`config.mk`:
```
export PLATFORM = sky130hd
export DESIGN_NAME = lsrt_core
export DESIGN_NICKNAME = d
export VERILOG_FILES = /design/src/lsrt_pkg.sv /design/src/lsrt_core.sv /design/src/lsrt_timer.sv /design/src/lsrt_tone_gen.sv
export SDC_FILE = /design/constraint.sdc
export NUM_CORES = 1
export LEC_CHECK = 0
export BUFFER_PORTS_ARGS = -buffer_cell sky130_fd_sc_hd__buf_2
export CORE_MARGIN = 4
export CORE_UTILIZATION = 47
export DETAILED_ROUTE_END_ITERATION = 16
export GPL_ROUTABILITY_DRIVEN = 1
export MAX_ROUTING_LAYER = met4
export PLACE_DENSITY = 0.7
export SYNTH_ARGS = -nofsm -noshare
export SYNTH_HDL_FRONTEND = slang
export SYNTH_SLANG_ARGS = --single-unit
export TNS_END_PERCENT = 30
```
`constraint.sdc`:
```
create_clock -name sys_clk_i -period 4.4 [get_ports sys_clk_i]
set_clock_uncertainty 0.1 [all_clocks]
set_input_delay 0.22 -clock sys_clk_i [delete_from_list [all_inputs] [get_ports sys_clk_i]]
set_output_delay 0.22 -clock sys_clk_i [all_outputs]
set_load 0.02 [all_outputs]
```
`src/lsrt_pkg.sv`:
```
// Constants, state and carrier types for the loop start-up and reset timers.
// Assumes one 250 MHz system clock and receiver indications on that clock.

package lsrt_pkg;

  // ****************************************
  // Timing
  // ****************************************
  localparam longint unsigned CLK_HZ         = 64'd250_000_000;
  localparam longint unsigned START_LIMIT_S  = 64'd15;
  localparam longint unsigned LOSS_LIMIT_MS  = 64'd480;
  localparam longint unsigned RXRST_DWELL_MS = 64'd40;
  localparam longint unsigned REPLY_LIMIT_MS = 64'd4;
  localparam longint unsigned SYM_RATE_BD    = 64'd80_000;
  localparam longint unsigned CTONE_FRAMES   = 64'd6;
  localparam longint unsigned FRAME_SYMS     = 64'd120;

  localparam logic [31:0] START_CYC = 32'(START_LIMIT_S * CLK_HZ);
  localparam logic [31:0] LOSS_CYC  =
    32'((LOSS_LIMIT_MS * CLK_HZ + 64'd999) / 64'd1000);
  localparam logic [31:0] DWELL_CYC =
    32'((RXRST_DWELL_MS * CLK_HZ + 64'd999) / 64'd1000);
  localparam logic [31:0] REPLY_CYC = 32'((REPLY_LIMIT_MS * CLK_HZ) / 64'd1000);
  localparam logic [31:0] SYM_CYC   = 32'(CLK_HZ / SYM_RATE_BD);
  localparam logic [31:0] CTONE_CYC =
    32'((CTONE_FRAMES * FRAME_SYMS * CLK_HZ) / SYM_RATE_BD);

  // ****************************************
  // Tone shape
  // ****************************************
  localparam logic [2:0] TONE_HALF = 3'h4;

  // ****************************************
  // Types
  // ****************************************
  typedef enum logic [2:0] {
    ST_FULL,
    ST_TONE,
    ST_AWAIT,
    ST_TRAIN,
    ST_ACTIVE,
    ST_SILENT,
    ST_RXRST
  } lsrt_state_t;

  typedef struct packed {
    logic sig_present;
    logic sync_lock;
    logic tone_det;
    logic startup_done;
  } lsrt_rx_t;

  typedef struct packed {
    logic tx_en;
    logic tone_sel;
    logic tone_high;
  } lsrt_tx_t;

endpackage : lsrt_pkg

```
`src/lsrt_core.sv`:
```
// Customer-end start-up and reset supervisor.
// Assumes receiver indications and service request are on sys_clk_i.
`timescale 1ns/1ps
`default_nettype none

module lsrt_core #(
  parameter logic [31:0] START_CYC = lsrt_pkg::START_CYC,
  parameter logic [31:0] LOSS_CYC  = lsrt_pkg::LOSS_CYC,
  parameter logic [31:0] DWELL_CYC = lsrt_pkg::DWELL_CYC,
  parameter logic [31:0] REPLY_CYC = lsrt_pkg::REPLY_CYC,
  parameter logic [31:0] CTONE_CYC = lsrt_pkg::CTONE_CYC,
  parameter logic [31:0] SYM_CYC   = lsrt_pkg::SYM_CYC
) (
  input  wire logic               sys_clk_i,
  input  wire logic               rst_i,
  input  wire lsrt_pkg::lsrt_rx_t rx_i,
  input  wire logic               svc_req_i,
  output lsrt_pkg::lsrt_tx_t      tx_o,
  output logic                    full_reset_o,
  output logic                    rx_reset_o,
  output logic                    active_o
);

  lsrt_pkg::lsrt_state_t state_q;
  lsrt_pkg::lsrt_state_t state_d;
  logic                  svc_q;
  logic                  svc_new;
  logic                  pwrup_q;
  logic                  tx_en_q;
  logic                  tone_sel_q;
  logic                  tone_high;
  logic [31:0]           dwell_lim;
  logic                  dwell_done;
  logic                  start_run;
  logic                  start_done;
  logic                  sig_run;
  logic                  sig_done;
  logic                  sync_run;
  logic                  sync_done;
  logic                  in_link;

  function automatic logic is_reset(lsrt_pkg::lsrt_state_t s);
    return (s == lsrt_pkg::ST_FULL) || (s == lsrt_pkg::ST_RXRST);
  endfunction : is_reset

  function automatic logic sends(lsrt_pkg::lsrt_state_t s);
    return (s == lsrt_pkg::ST_TONE) || (s == lsrt_pkg::ST_TRAIN) ||
           (s == lsrt_pkg::ST_ACTIVE);
  endfunction : sends

  // ****************************************
  // Requests
  // ****************************************
  assign svc_new = svc_req_i && !svc_q;

  always_ff @(posedge sys_clk_i) begin
    if (rst_i) begin
      svc_q <= 1'b0;
    end else begin
      svc_q <= svc_req_i;
    end
  end

  // Cold-start attempt pending after power-up
  always_ff @(posedge sys_clk_i) begin
    if (rst_i) begin
      pwrup_q <= 1'b1;
    end else if (state_q == lsrt_pkg::ST_TONE) begin
      pwrup_q <= 1'b0;
    end
  end

  // ****************************************
  // Timers
  // ****************************************
  assign in_link   = (state_q == lsrt_pkg::ST_TRAIN) ||
                     (state_q == lsrt_pkg::ST_ACTIVE);
  assign start_run = (state_q == lsrt_pkg::ST_TONE) ||
                     (state_q == lsrt_pkg::ST_AWAIT) ||
                     (state_q == lsrt_pkg::ST_TRAIN);
  assign sig_run   = in_link && !rx_i.sig_present;
  assign sync_run  = in_link && !rx_i.sync_lock;

  always_comb begin
    unique case (state_q)
      lsrt_pkg::ST_TONE:  dwell_lim = CTONE_CYC;
      lsrt_pkg::ST_AWAIT: dwell_lim = LOSS_CYC;
      default:            dwell_lim = DWELL_CYC;
    endcase
  end

  lsrt_timer #(.W(32)) u_dwell (
    .sys_clk_i (sys_clk_i),
    .rst_i     (rst_i),
    .clear_i   (state_d != state_q),
    .run_i     (1'b1),
    .limit_i   (dwell_lim),
    .done_o    (dwell_done)
  );

  lsrt_timer #(.W(32)) u_start (
    .sys_clk_i (sys_clk_i),
    .rst_i     (rst_i),
    .clear_i   (!start_run),
    .run_i     (start_run),
    .limit_i   (START_CYC),
    .done_o    (start_done)
  );

  lsrt_timer #(.W(32)) u_sig (
    .sys_clk_i (sys_clk_i),
    .rst_i     (rst_i),
    .clear_i   (!sig_run),
    .run_i     (sig_run),
    .limit_i   (LOSS_CYC),
    .done_o    (sig_done)
  );

  lsrt_timer #(.W(32)) u_sync (
    .sys_clk_i (sys_clk_i),
    .rst_i     (rst_i),
    .clear_i   (!sync_run),
    .run_i     (sync_run),
    .limit_i   (LOSS_CYC),
    .done_o    (sync_done)
  );

  // ****************************************
  // State machine
  // ****************************************
  always_comb begin
    state_d = state_q;
    unique case (state_q)
      lsrt_pkg::ST_FULL: begin
        if (rx_i.tone_det || svc_new || pwrup_q) begin
          state_d = lsrt_pkg::ST_TONE;
        end
      end
      lsrt_pkg::ST_TONE: begin
        if (dwell_done) begin
          state_d = lsrt_pkg::ST_AWAIT;
        end
      end
      lsrt_pkg::ST_AWAIT: begin
        if (rx_i.sig_present) begin
          state_d = lsrt_pkg::ST_TRAIN;
        end else if (dwell_done) begin
          state_d = lsrt_pkg::ST_FULL;
        end
      end
      lsrt_pkg::ST_TRAIN, lsrt_pkg::ST_ACTIVE: begin
        if (sig_done) begin
          state_d = lsrt_pkg::ST_RXRST;
        end else if (sync_done) begin
          state_d = lsrt_pkg::ST_SILENT;
        end else if (state_q == lsrt_pkg::ST_TRAIN && start_done) begin
          state_d = lsrt_pkg::ST_SILENT;
        end else if (state_q == lsrt_pkg::ST_TRAIN && rx_i.startup_done) begin
          state_d = lsrt_pkg::ST_ACTIVE;
        end
      end
      lsrt_pkg::ST_SILENT: begin
        if (!rx_i.sig_present) begin
          state_d = lsrt_pkg::ST_RXRST;
        end
      end
      lsrt_pkg::ST_RXRST: begin
        if (rx_i.tone_det) begin
          state_d = lsrt_pkg::ST_TONE;
        end else if (dwell_done) begin
          state_d = lsrt_pkg::ST_FULL;
        end
      end
      default: state_d = lsrt_pkg::ST_FULL;
    endcase
  end

  always_ff @(posedge sys_clk_i) begin
    if (rst_i) begin
      state_q <= lsrt_pkg::ST_FULL;
    end else begin
      state_q <= state_d;
    end
  end

  // ****************************************
  // Outputs
  // ****************************************
  always_ff @(posedge sys_clk_i) begin
    if (rst_i) begin
      tx_en_q      <= 1'b0;
      tone_sel_q   <= 1'b0;
      full_reset_o <= 1'b1;
      rx_reset_o   <= 1'b0;
      active_o     <= 1'b0;
    end else begin
      tx_en_q      <= sends(state_d);
      tone_sel_q   <= (state_d == lsrt_pkg::ST_TONE);
      full_reset_o <= (state_d == lsrt_pkg::ST_FULL);
      rx_reset_o   <= (state_d == lsrt_pkg::ST_RXRST);
      active_o     <= (state_d == lsrt_pkg::ST_ACTIVE);
    end
  end

  lsrt_tone_gen #(.SYM_CYC(SYM_CYC)) u_tone (
    .sys_clk_i (sys_clk_i),
    .rst_i     (rst_i),
    .en_i      (tone_sel_q),
    .high_o    (tone_high)
  );

  always_comb begin
    tx_o.tx_en     = tx_en_q;
    tx_o.tone_sel  = tone_sel_q;
    tx_o.tone_high = tone_high;
  end

  // ****************************************
  // Checks
  // ****************************************
  logic [31:0] reply_cnt_q;

  always_ff @(posedge sys_clk_i) begin
    if (rst_i || tone_sel_q || !rx_i.tone_det) begin
      reply_cnt_q <= '0;
    end else if (reply_cnt_q != 32'hffffffff) begin
      reply_cnt_q <= reply_cnt_q + 32'h1;
    end
  end
endmodule : lsrt_core

`default_nettype wire

```
`src/lsrt_timer.sv`:
```
// Saturating interval counter.
// Assumes clear and run come from logic on the same clock.
`timescale 1ns/1ps
`default_nettype none

module lsrt_timer #(
  parameter int W = 32
) (
  input  wire logic         sys_clk_i,
  input  wire logic         rst_i,
  input  wire logic         clear_i,
  input  wire logic         run_i,
  input  wire logic [W-1:0] limit_i,
  output logic              done_o
);

  logic [W-1:0] cnt_q;

  // ****************************************
  // Count
  // ****************************************
  always_ff @(posedge sys_clk_i) begin
    if (rst_i || clear_i) begin
      cnt_q <= '0;
    end else if (run_i && cnt_q < limit_i) begin
      cnt_q <= cnt_q + W'(1);
    end
  end

  assign done_o = (cnt_q >= limit_i);

endmodule : lsrt_timer

`default_nettype wire

```
`src/lsrt_tone_gen.sv`:
```
// Wake-up tone symbol sequencer.
// Assumes enable from logic on the same clock.
`timescale 1ns/1ps
`default_nettype none

module lsrt_tone_gen #(
  parameter logic [31:0] SYM_CYC = lsrt_pkg::SYM_CYC
) (
  input  wire logic sys_clk_i,
  input  wire logic rst_i,
  input  wire logic en_i,
  output logic      high_o
);

  logic [31:0] div_q;
  logic [2:0]  idx_q;

  // ****************************************
  // Symbol pacing
  // ****************************************
  always_ff @(posedge sys_clk_i) begin
    if (rst_i || !en_i) begin
      div_q <= '0;
      idx_q <= '0;
    end else if (div_q == SYM_CYC - 32'h1) begin
      div_q <= '0;
      idx_q <= idx_q + 3'h1;
    end else begin
      div_q <= div_q + 32'h1;
    end
  end

  // Four +3 then four -3
  always_ff @(posedge sys_clk_i) begin
    if (rst_i) begin
      high_o <= 1'b0;
    end else begin
      high_o <= en_i && (idx_q < lsrt_pkg::TONE_HALF);
    end
  end

endmodule : lsrt_tone_gen

`default_nettype wire

```
==> results.toml, run 1 <==
[finish]
layout.cells.non_filler = 1236
post_route_cells_drive_above_1_share_pct = 9.69
area_delta_synth_final_pct = 9.41
diodes = 0
fin_nets = 1035

[floorplanning]
core_area_um2 = 17500
dieArea_um2 = 20200
rows = 48
initial_core_util_pct = 48.4
io_pins = 13
die_h_um = 142
die_x_um = 142

[place]
io_buffers = 12
place_inst = 1204
dp_hpwl_um = 10800
place.gp.congestion = 0.855
dp_slack_ns = 0.584

[timing]
finalSetupViolCount = 0
slew-limit-headroom_pct = 28.3
fin_crit_sh_pct = 87.2
drv_slew = 0
min_period_ns = 3.84
max_freq_mhz = 261
grt_setup_unrepaired = "false"
hold_ws_ns = 0.0236
fin_ws_ns = 0.564
worst_pin_slew_ns = 1.07
setup_tns_ns = 0
final_hold_viol_count = 0

[grt]
grt_use_total_pct = 16.4
grt_max_degree = 33
first_global_vias = 6009
grt_antenna_before_repair = 0
overflow = 0
grt_pass1_wl_um = 27000

[yosys]
ys_ff_latch = 174
synth_edf_count = 0
synth_area_um2 = 8460
yosysUniqueCellTypes = 67
syn-mean-instance-area_um2 = 8.48
synth_compound_area_share_pct = 7.34
synth_top_family_by_area = "simple AND/OR/NAND/NOR gates"
synth-simple-area-share_pct = 29.8
synth_top_cell_area_share_pct = 41.2
synth_top_area_cell = "dfxtp_1"
synthArstFlopShare_pct = 0
synth_fa_ha_area_share_pct = 4.29
synthMuxAreaShare_pct = 0.710
synth.top_cells.by_area = "dfxtp_1 (41%), nor2_1 (7.1%), xnor2_1 (6.5%)"
syn_inst = 997
syn_nets = 1033
yosysWarnings = 0
synth-main-ff-cell = "dfxtp_1"
yosysSeqAreaShare_pct = 41.2
synth_xor_area_share_pct = 12.5

[routing]
vias_per_cell = 5.13
wl_per_cell_um = 12.3
drc = 0
vias = 6344
first_pass_iters = 4
ant_nets = 0
initialDrtViolationCount = 313
wirelength_um = 15200

[critical_path]
worstPathRequired_ns = 4.68
r2r_start = "state_q[0]"
cp-start-kind = "flip-flop"
worstSetupPathType = "flip-flop to flip-flop"
worstPathArrival_ns = 4.12
critPathLaunch = "state_q[0]"
endpoint_kind = "flip-flop"
cp_max_fo = 17

[clocking]
cts_root_buf = "clkbuf_16"
clk_latency_ns = 0.43
cts.clk_slew.worst_paths_ns = 0.07
htreeDepth = 4
post-cts-setup-buffers = 0
cts_tree = "yes"
ctsLongestPathBuffers = 2
clkSinkCount = 174
cts_made_buffers = 17

[power_and_ir_drop]
power_density_nw_per_um2 = 346
cellLeakagePower_nw = 3.10
max-vdd-ir-drop_mv = 0.319

[job]
max_cap_violations = 0

[hold_path]
hold_path.class = "input port to flip-flop"
holdCritStartpoint = "rst_i"

[status]
status = "finished clean"
-- repair_timing --
action / in CTS / in global routing
resized for setup: 0 / 0
endpoints found under the setup margin: 0 / 0
hold buffers: 1 / 0
hold endpoints to repair: 1 / 0
-- cells in the final DEF, fill, tap and decap left out, types with 3 or more instances in the layout --
master     instances
or2_2              5
o21ai_0           23
clkbuf_16         17
nor2b_1            8
xor2_1            58
nor4_1            18
and3b_1            3
nor2_1           160
nor2_2            30
inv_1             48
xnor2_1           63
and2_1            18
ha_1              29
nand4_1           16
mux2i_1            6
buf_4              3
buf_2             12
and3_1            21
inv_6              6
or3_1             24
nand3_1           58
a21oi_1           28
and4_1             7
nand2b_1           6
a31oi_1            5
nand2_1           77
a211o_1            3
dfxtp_1          174
or4_1              7
a211oi_1           4
nor3_1            20
-- sequential cells by signal, indices dropped and copies added, names as in the netlist --
signal         count
u_tone.high_o      1
tone_sel_q         1
u_dwell.cnt_q     32
u_start.cnt_q     32
u_tone.div_q      32
pwrup_q            1
svc_q              1
full_reset_o       1
state_q            3
u_sync.cnt_q      32
tx_en_q            1
active_o           1
rx_reset_o         1
u_tone.idx_q       3
u_sig.cnt_q       32
-- final cells by class --
| cell class | count | area (um2) |
|---|---|---|
| Multi-Input combinational cell | 742 | 4640 |
| Timing Repair Buffer | 16 | 92.6 |
| Tap cell | 225 | 282 |
| Clock inverter | 12 | 125 |
| Sequential cell | 174 | 3480 |
| Inverter | 48 | 180 |
| Clock buffer | 19 | 453 |
| Fill cell | 1601 | 8220 |
-- worst max-delay path, cell delays in order, from the launching register on --
cell       delay (ns)
dfxtp_1          0.60
xor2_1           0.17
nor2b_1          0.43
ha_1             0.34
nor4b_1          0.15
nand4b_1         0.11
a211oi_1         0.08
o311ai_1         0.63
a311oi_1         0.22
nor4b_2          0.40
o2111ai_4        0.17
buf_4            0.26
nor2_2           0.13
-- path summary, 6_finish.rpt --
| check | depth (start not counted) | end | slack (ns) |
|---|---|---|---|
| worst max-delay path | 12 | u_dwell.cnt_q[9] | 0.56 |
| worst min-delay path | 2 | svc_q | 0.02 |
| worst max register to register | 12 | u_dwell.cnt_q[9] | 0.56 |
| worst min register to register | 1 | u_tone.high_o | 0.34 |
-- cell usage after synthesis, types with 7 or more instances --
master	number
and4_1	7
nor4_1	18
xor2_1	58
and2_1	18
nand3_1	58
nor3_1	20
o21ai_0	23
inv_1	48
nor2b_1	8
xnor2_1	63
nor2_2	30
clkbuf_1	24
and3_1	21
a21oi_1	28
nor2_1	160
ha_1	29
nand2_1	77
nand4_1	16
or3_1	24
or4_1	7
dfxtp_1	174
-- routing by layer --
layer  vias up  global-route usage [%]  share of wire (%)
li1       3371                       -                  -
met1      2907                    21.4                 51
met2        53                    25.3                 45
met3        13                    3.83                3.0
met4         0                    5.00                1.3
met5         -                       -                  0
-- through the flow --
| stage | cell area [um2] | utilization [%] | power, W |
|---|---|---|---|
| 6_report | 9250 | 52.9 | 0.00320 |
| 2_1_floorplan | 8460 | - | 0.00173 |
| 5_1_grt | 9250 | 52.9 | 0.00333 |
| 3_3_place_gp | 8670 | 49.6 | 0.00176 |
| 4_1_cts | 9250 | 52.9 | 0.00325 |
| 3_5_place_dp | 8670 | 49.6 | 0.00176 |
-- cell families (layout without fill, tap and decap cells) --
| logic type | count (synthesis) | in the layout |
|---|---|---|
| muxes | 6 | 6 |
| adders and majority gates | 29 | 29 |
| DFF | 174 | 174 |
| AOI/OAI and AO/OA | 90 | 90 |
| buffers and inverters | 81 | 95 |
| xor gates and xnor gates | 121 | 121 |
| and+or+nand+nor | 496 | 496 |
-- report_power, final --
| part | switching (W) | total, W | internal (W) |
|---|---|---|---|
| Clock | 0.000656 | 0.00148 | 0.000824 |
| Combinational | 0.0000862 | 0.000127 | 0.0000412 |
| Sequential | 0.0000108 | 0.00160 | 0.00159 |
| Total | 0.000753 | 0.00320 | 0.00245 |
No activity file was read; power rests on OpenSTA's default activity.
==> inputs of run 2 (changes only) <==
- GPL_TIMING_DRIVEN: unset -> 0
==> run 2 against run 1 <==
  * Critical path depth up 1
  * Clock-buffer cell count down 1
  * Cell area up 1.9%
  * Critical endpoint is now full_reset_o
  * Highest routed layer unchanged
==> results.toml, run 2 (synthesis results as in run 1) <==
[critical_path]
worstSetupPathType = "flip-flop to flip-flop"
worstPathRequired_ns = 4.61
worstReg2RegEnd = "full_reset_o"
r2r_start = "state_q[1]"
r2r_slack_ns = 0.36
worstRegToRegCells = 13
path_buf_inv = 2
cp_common_cell = "nand3_1"
worstPathArrival_ns = 4.26
cpLargestDelayFamily = "simple AND/OR/NAND/NOR gates"
cp_slowest_cell = "o41ai_2"
cp_max_fo = 10
endpoint_kind = "flip-flop"
cp-start-kind = "flip-flop"
cp_slowest_stage_delay_ns = 0.46
critical_path.cell_chain = "clkbuf_1 > nor2b_1 > and2_1 > inv_1 > ha_1 > nand3_1 > nor4_2 > a2111o_1 > and2b_2 > nand2_1 > mux2i_1 > nand3_1 > o41ai_2"

[grt]
grt_use_total_pct = 17.1
grt_max_degree = 17
grt_antenna_before_repair = 0
grt_pass1_wl_um = 28300
first_global_vias = 6295
overflow = 0

[clocking]
clkSinkCount = 174
ctsLongestPathBuffers = 2
cts_made_buffers = 17
cts.clk_slew.worst_paths_ns = 0.07
htreeDepth = 4
cts_root_buf = "clkbuf_16"
clk_latency_ns = 0.43
cts_tree = "yes"

[timing]
drv_slew = 0
final_hold_viol_count = 0
min_period_ns = 4.04
grt_setup_unrepaired = "false"
fin_crit_sh_pct = 91.9
finalSetupViolCount = 0
max_freq_mhz = 247
slew-limit-headroom_pct = 25.4
worst_pin_slew_ns = 1.11

[floorplanning]
io_pins = 13
die_x_um = 142
core_area_um2 = 17500
dieArea_um2 = 20200
initial_core_util_pct = 48.4
die_h_um = 142
rows = 48

[hold_path]
holdCritStartpoint = "rx_i[2]"
whs_endpoint = "u_sync.cnt_q[29]"
hold_path.class = "input port to flip-flop"
holdPathStages = 3

[finish]
diodes = 0
finish.utilization_pct = 54.0
fin_nets = 1064
mostFrequentLayoutCell = "dfxtp_1"
layout.cells.non_filler = 1266
area_delta_synth_final_pct = 11.5
final_cell_mix = "dfxtp_1 (174), nor2_1 (160), nand2_1 (77)"
post_route_cells_drive_above_1_share_pct = 10.5

[place]
io_buffers = 11
place.gp.congestion = 0.832
dp_hpwl_um = 11200
place_inst = 1233

[power_and_ir_drop]
max-vdd-ir-drop_mv = 0.352
power_density_nw_per_um2 = 346
cellLeakagePower_nw = 3.18

[routing]
wirelength_um = 16000
wl_per_cell_um = 12.6
first_pass_iters = 4
drc = 0
ant_nets = 0
vias = 6557
vias_per_cell = 5.18
initialDrtViolationCount = 342

[job]
max_cap_violations = 0

[status]
status = "finished clean"
[run 2: worst register-to-register path, stage by stage, from the launching register on]
cell,delay [ns]
dfxtp_1,0.36
clkbuf_1,0.33
nor2b_1,0.31
and2_1,0.22
inv_1,0.15
ha_1,0.34
nand3_1,0.13
nor4_2,0.41
a2111o_1,0.22
and2b_2,0.26
nand2_1,0.14
mux2i_1,0.28
nand3_1,0.21
o41ai_2,0.46
[run 2: routing by layer]
metal	global-route usage, %	part of all wire [%]	up-vias
met5	-	0	-
met4	5.10	1.1	0
met3	4.10	3.0	19
met2	26.6	45	49
met1	22.2	50	3051
li1	-	-	3438
[run 2: repair_timing]
action | CTS | global route
resized for setup | 1 | 5
buffers inserted | 0 | 0
setup endpoints to repair | 1 | 1
pin swaps | 0 | 0
endpoints found under the hold margin | 1 | 0
hold buffers | 1 | 0
[run 2: where the power goes]
group	internal (W)	switching (W)
combinational	0.0000502	0.0000923
sequential	0.00159	0.00000820
clock	0.000862	0.000661
total	0.00250	0.000761
[run 2: worst max-delay path by stage]
stage | startpoint | endpoint | slack (ns) | cells past startpoint
after floorplan | state_q[0] | u_dwell.cnt_q[8] | 0.90 | 14
after global placement | state_q[0] | full_reset_o | 0.07 | 13
after detailed placement | state_q[0] | full_reset_o | -0.02 | 13
after CTS | state_q[1] | full_reset_o | 0.1 | 13
after global routing | state_q[1] | full_reset_o | 0.10 | 13
final | state_q[1] | full_reset_o | 0.36 | 13
[run 2: layout make-up]
type,count,area [um2]
Fill cell,1620,8050
Multi-Input combinational cell,742,4650
Sequential cell,174,3480
Clock buffer,18,439
Tap cell,225,282
Inverter,48,180
Buffer,33,169
Clock inverter,14,160
Timing Repair Buffer,12,65.1
[run 2: stage by stage]
stage	worst slack [ns]	total power (W)	TNS, ns	hold WS, ns	area [um2]
floorplan	0.898	0.00173	0	0.248	8460
global placement	0.0748	0.00177	0	0.326	8790
detailed placement	-0.0218	0.00177	-0.0218	0.328	8790
CTS	0.0997	0.00329	0	0.0504	9410
global route	0.103	0.00338	0	0.0842	9430
finish	0.357	0.00326	0	0.0775	9430
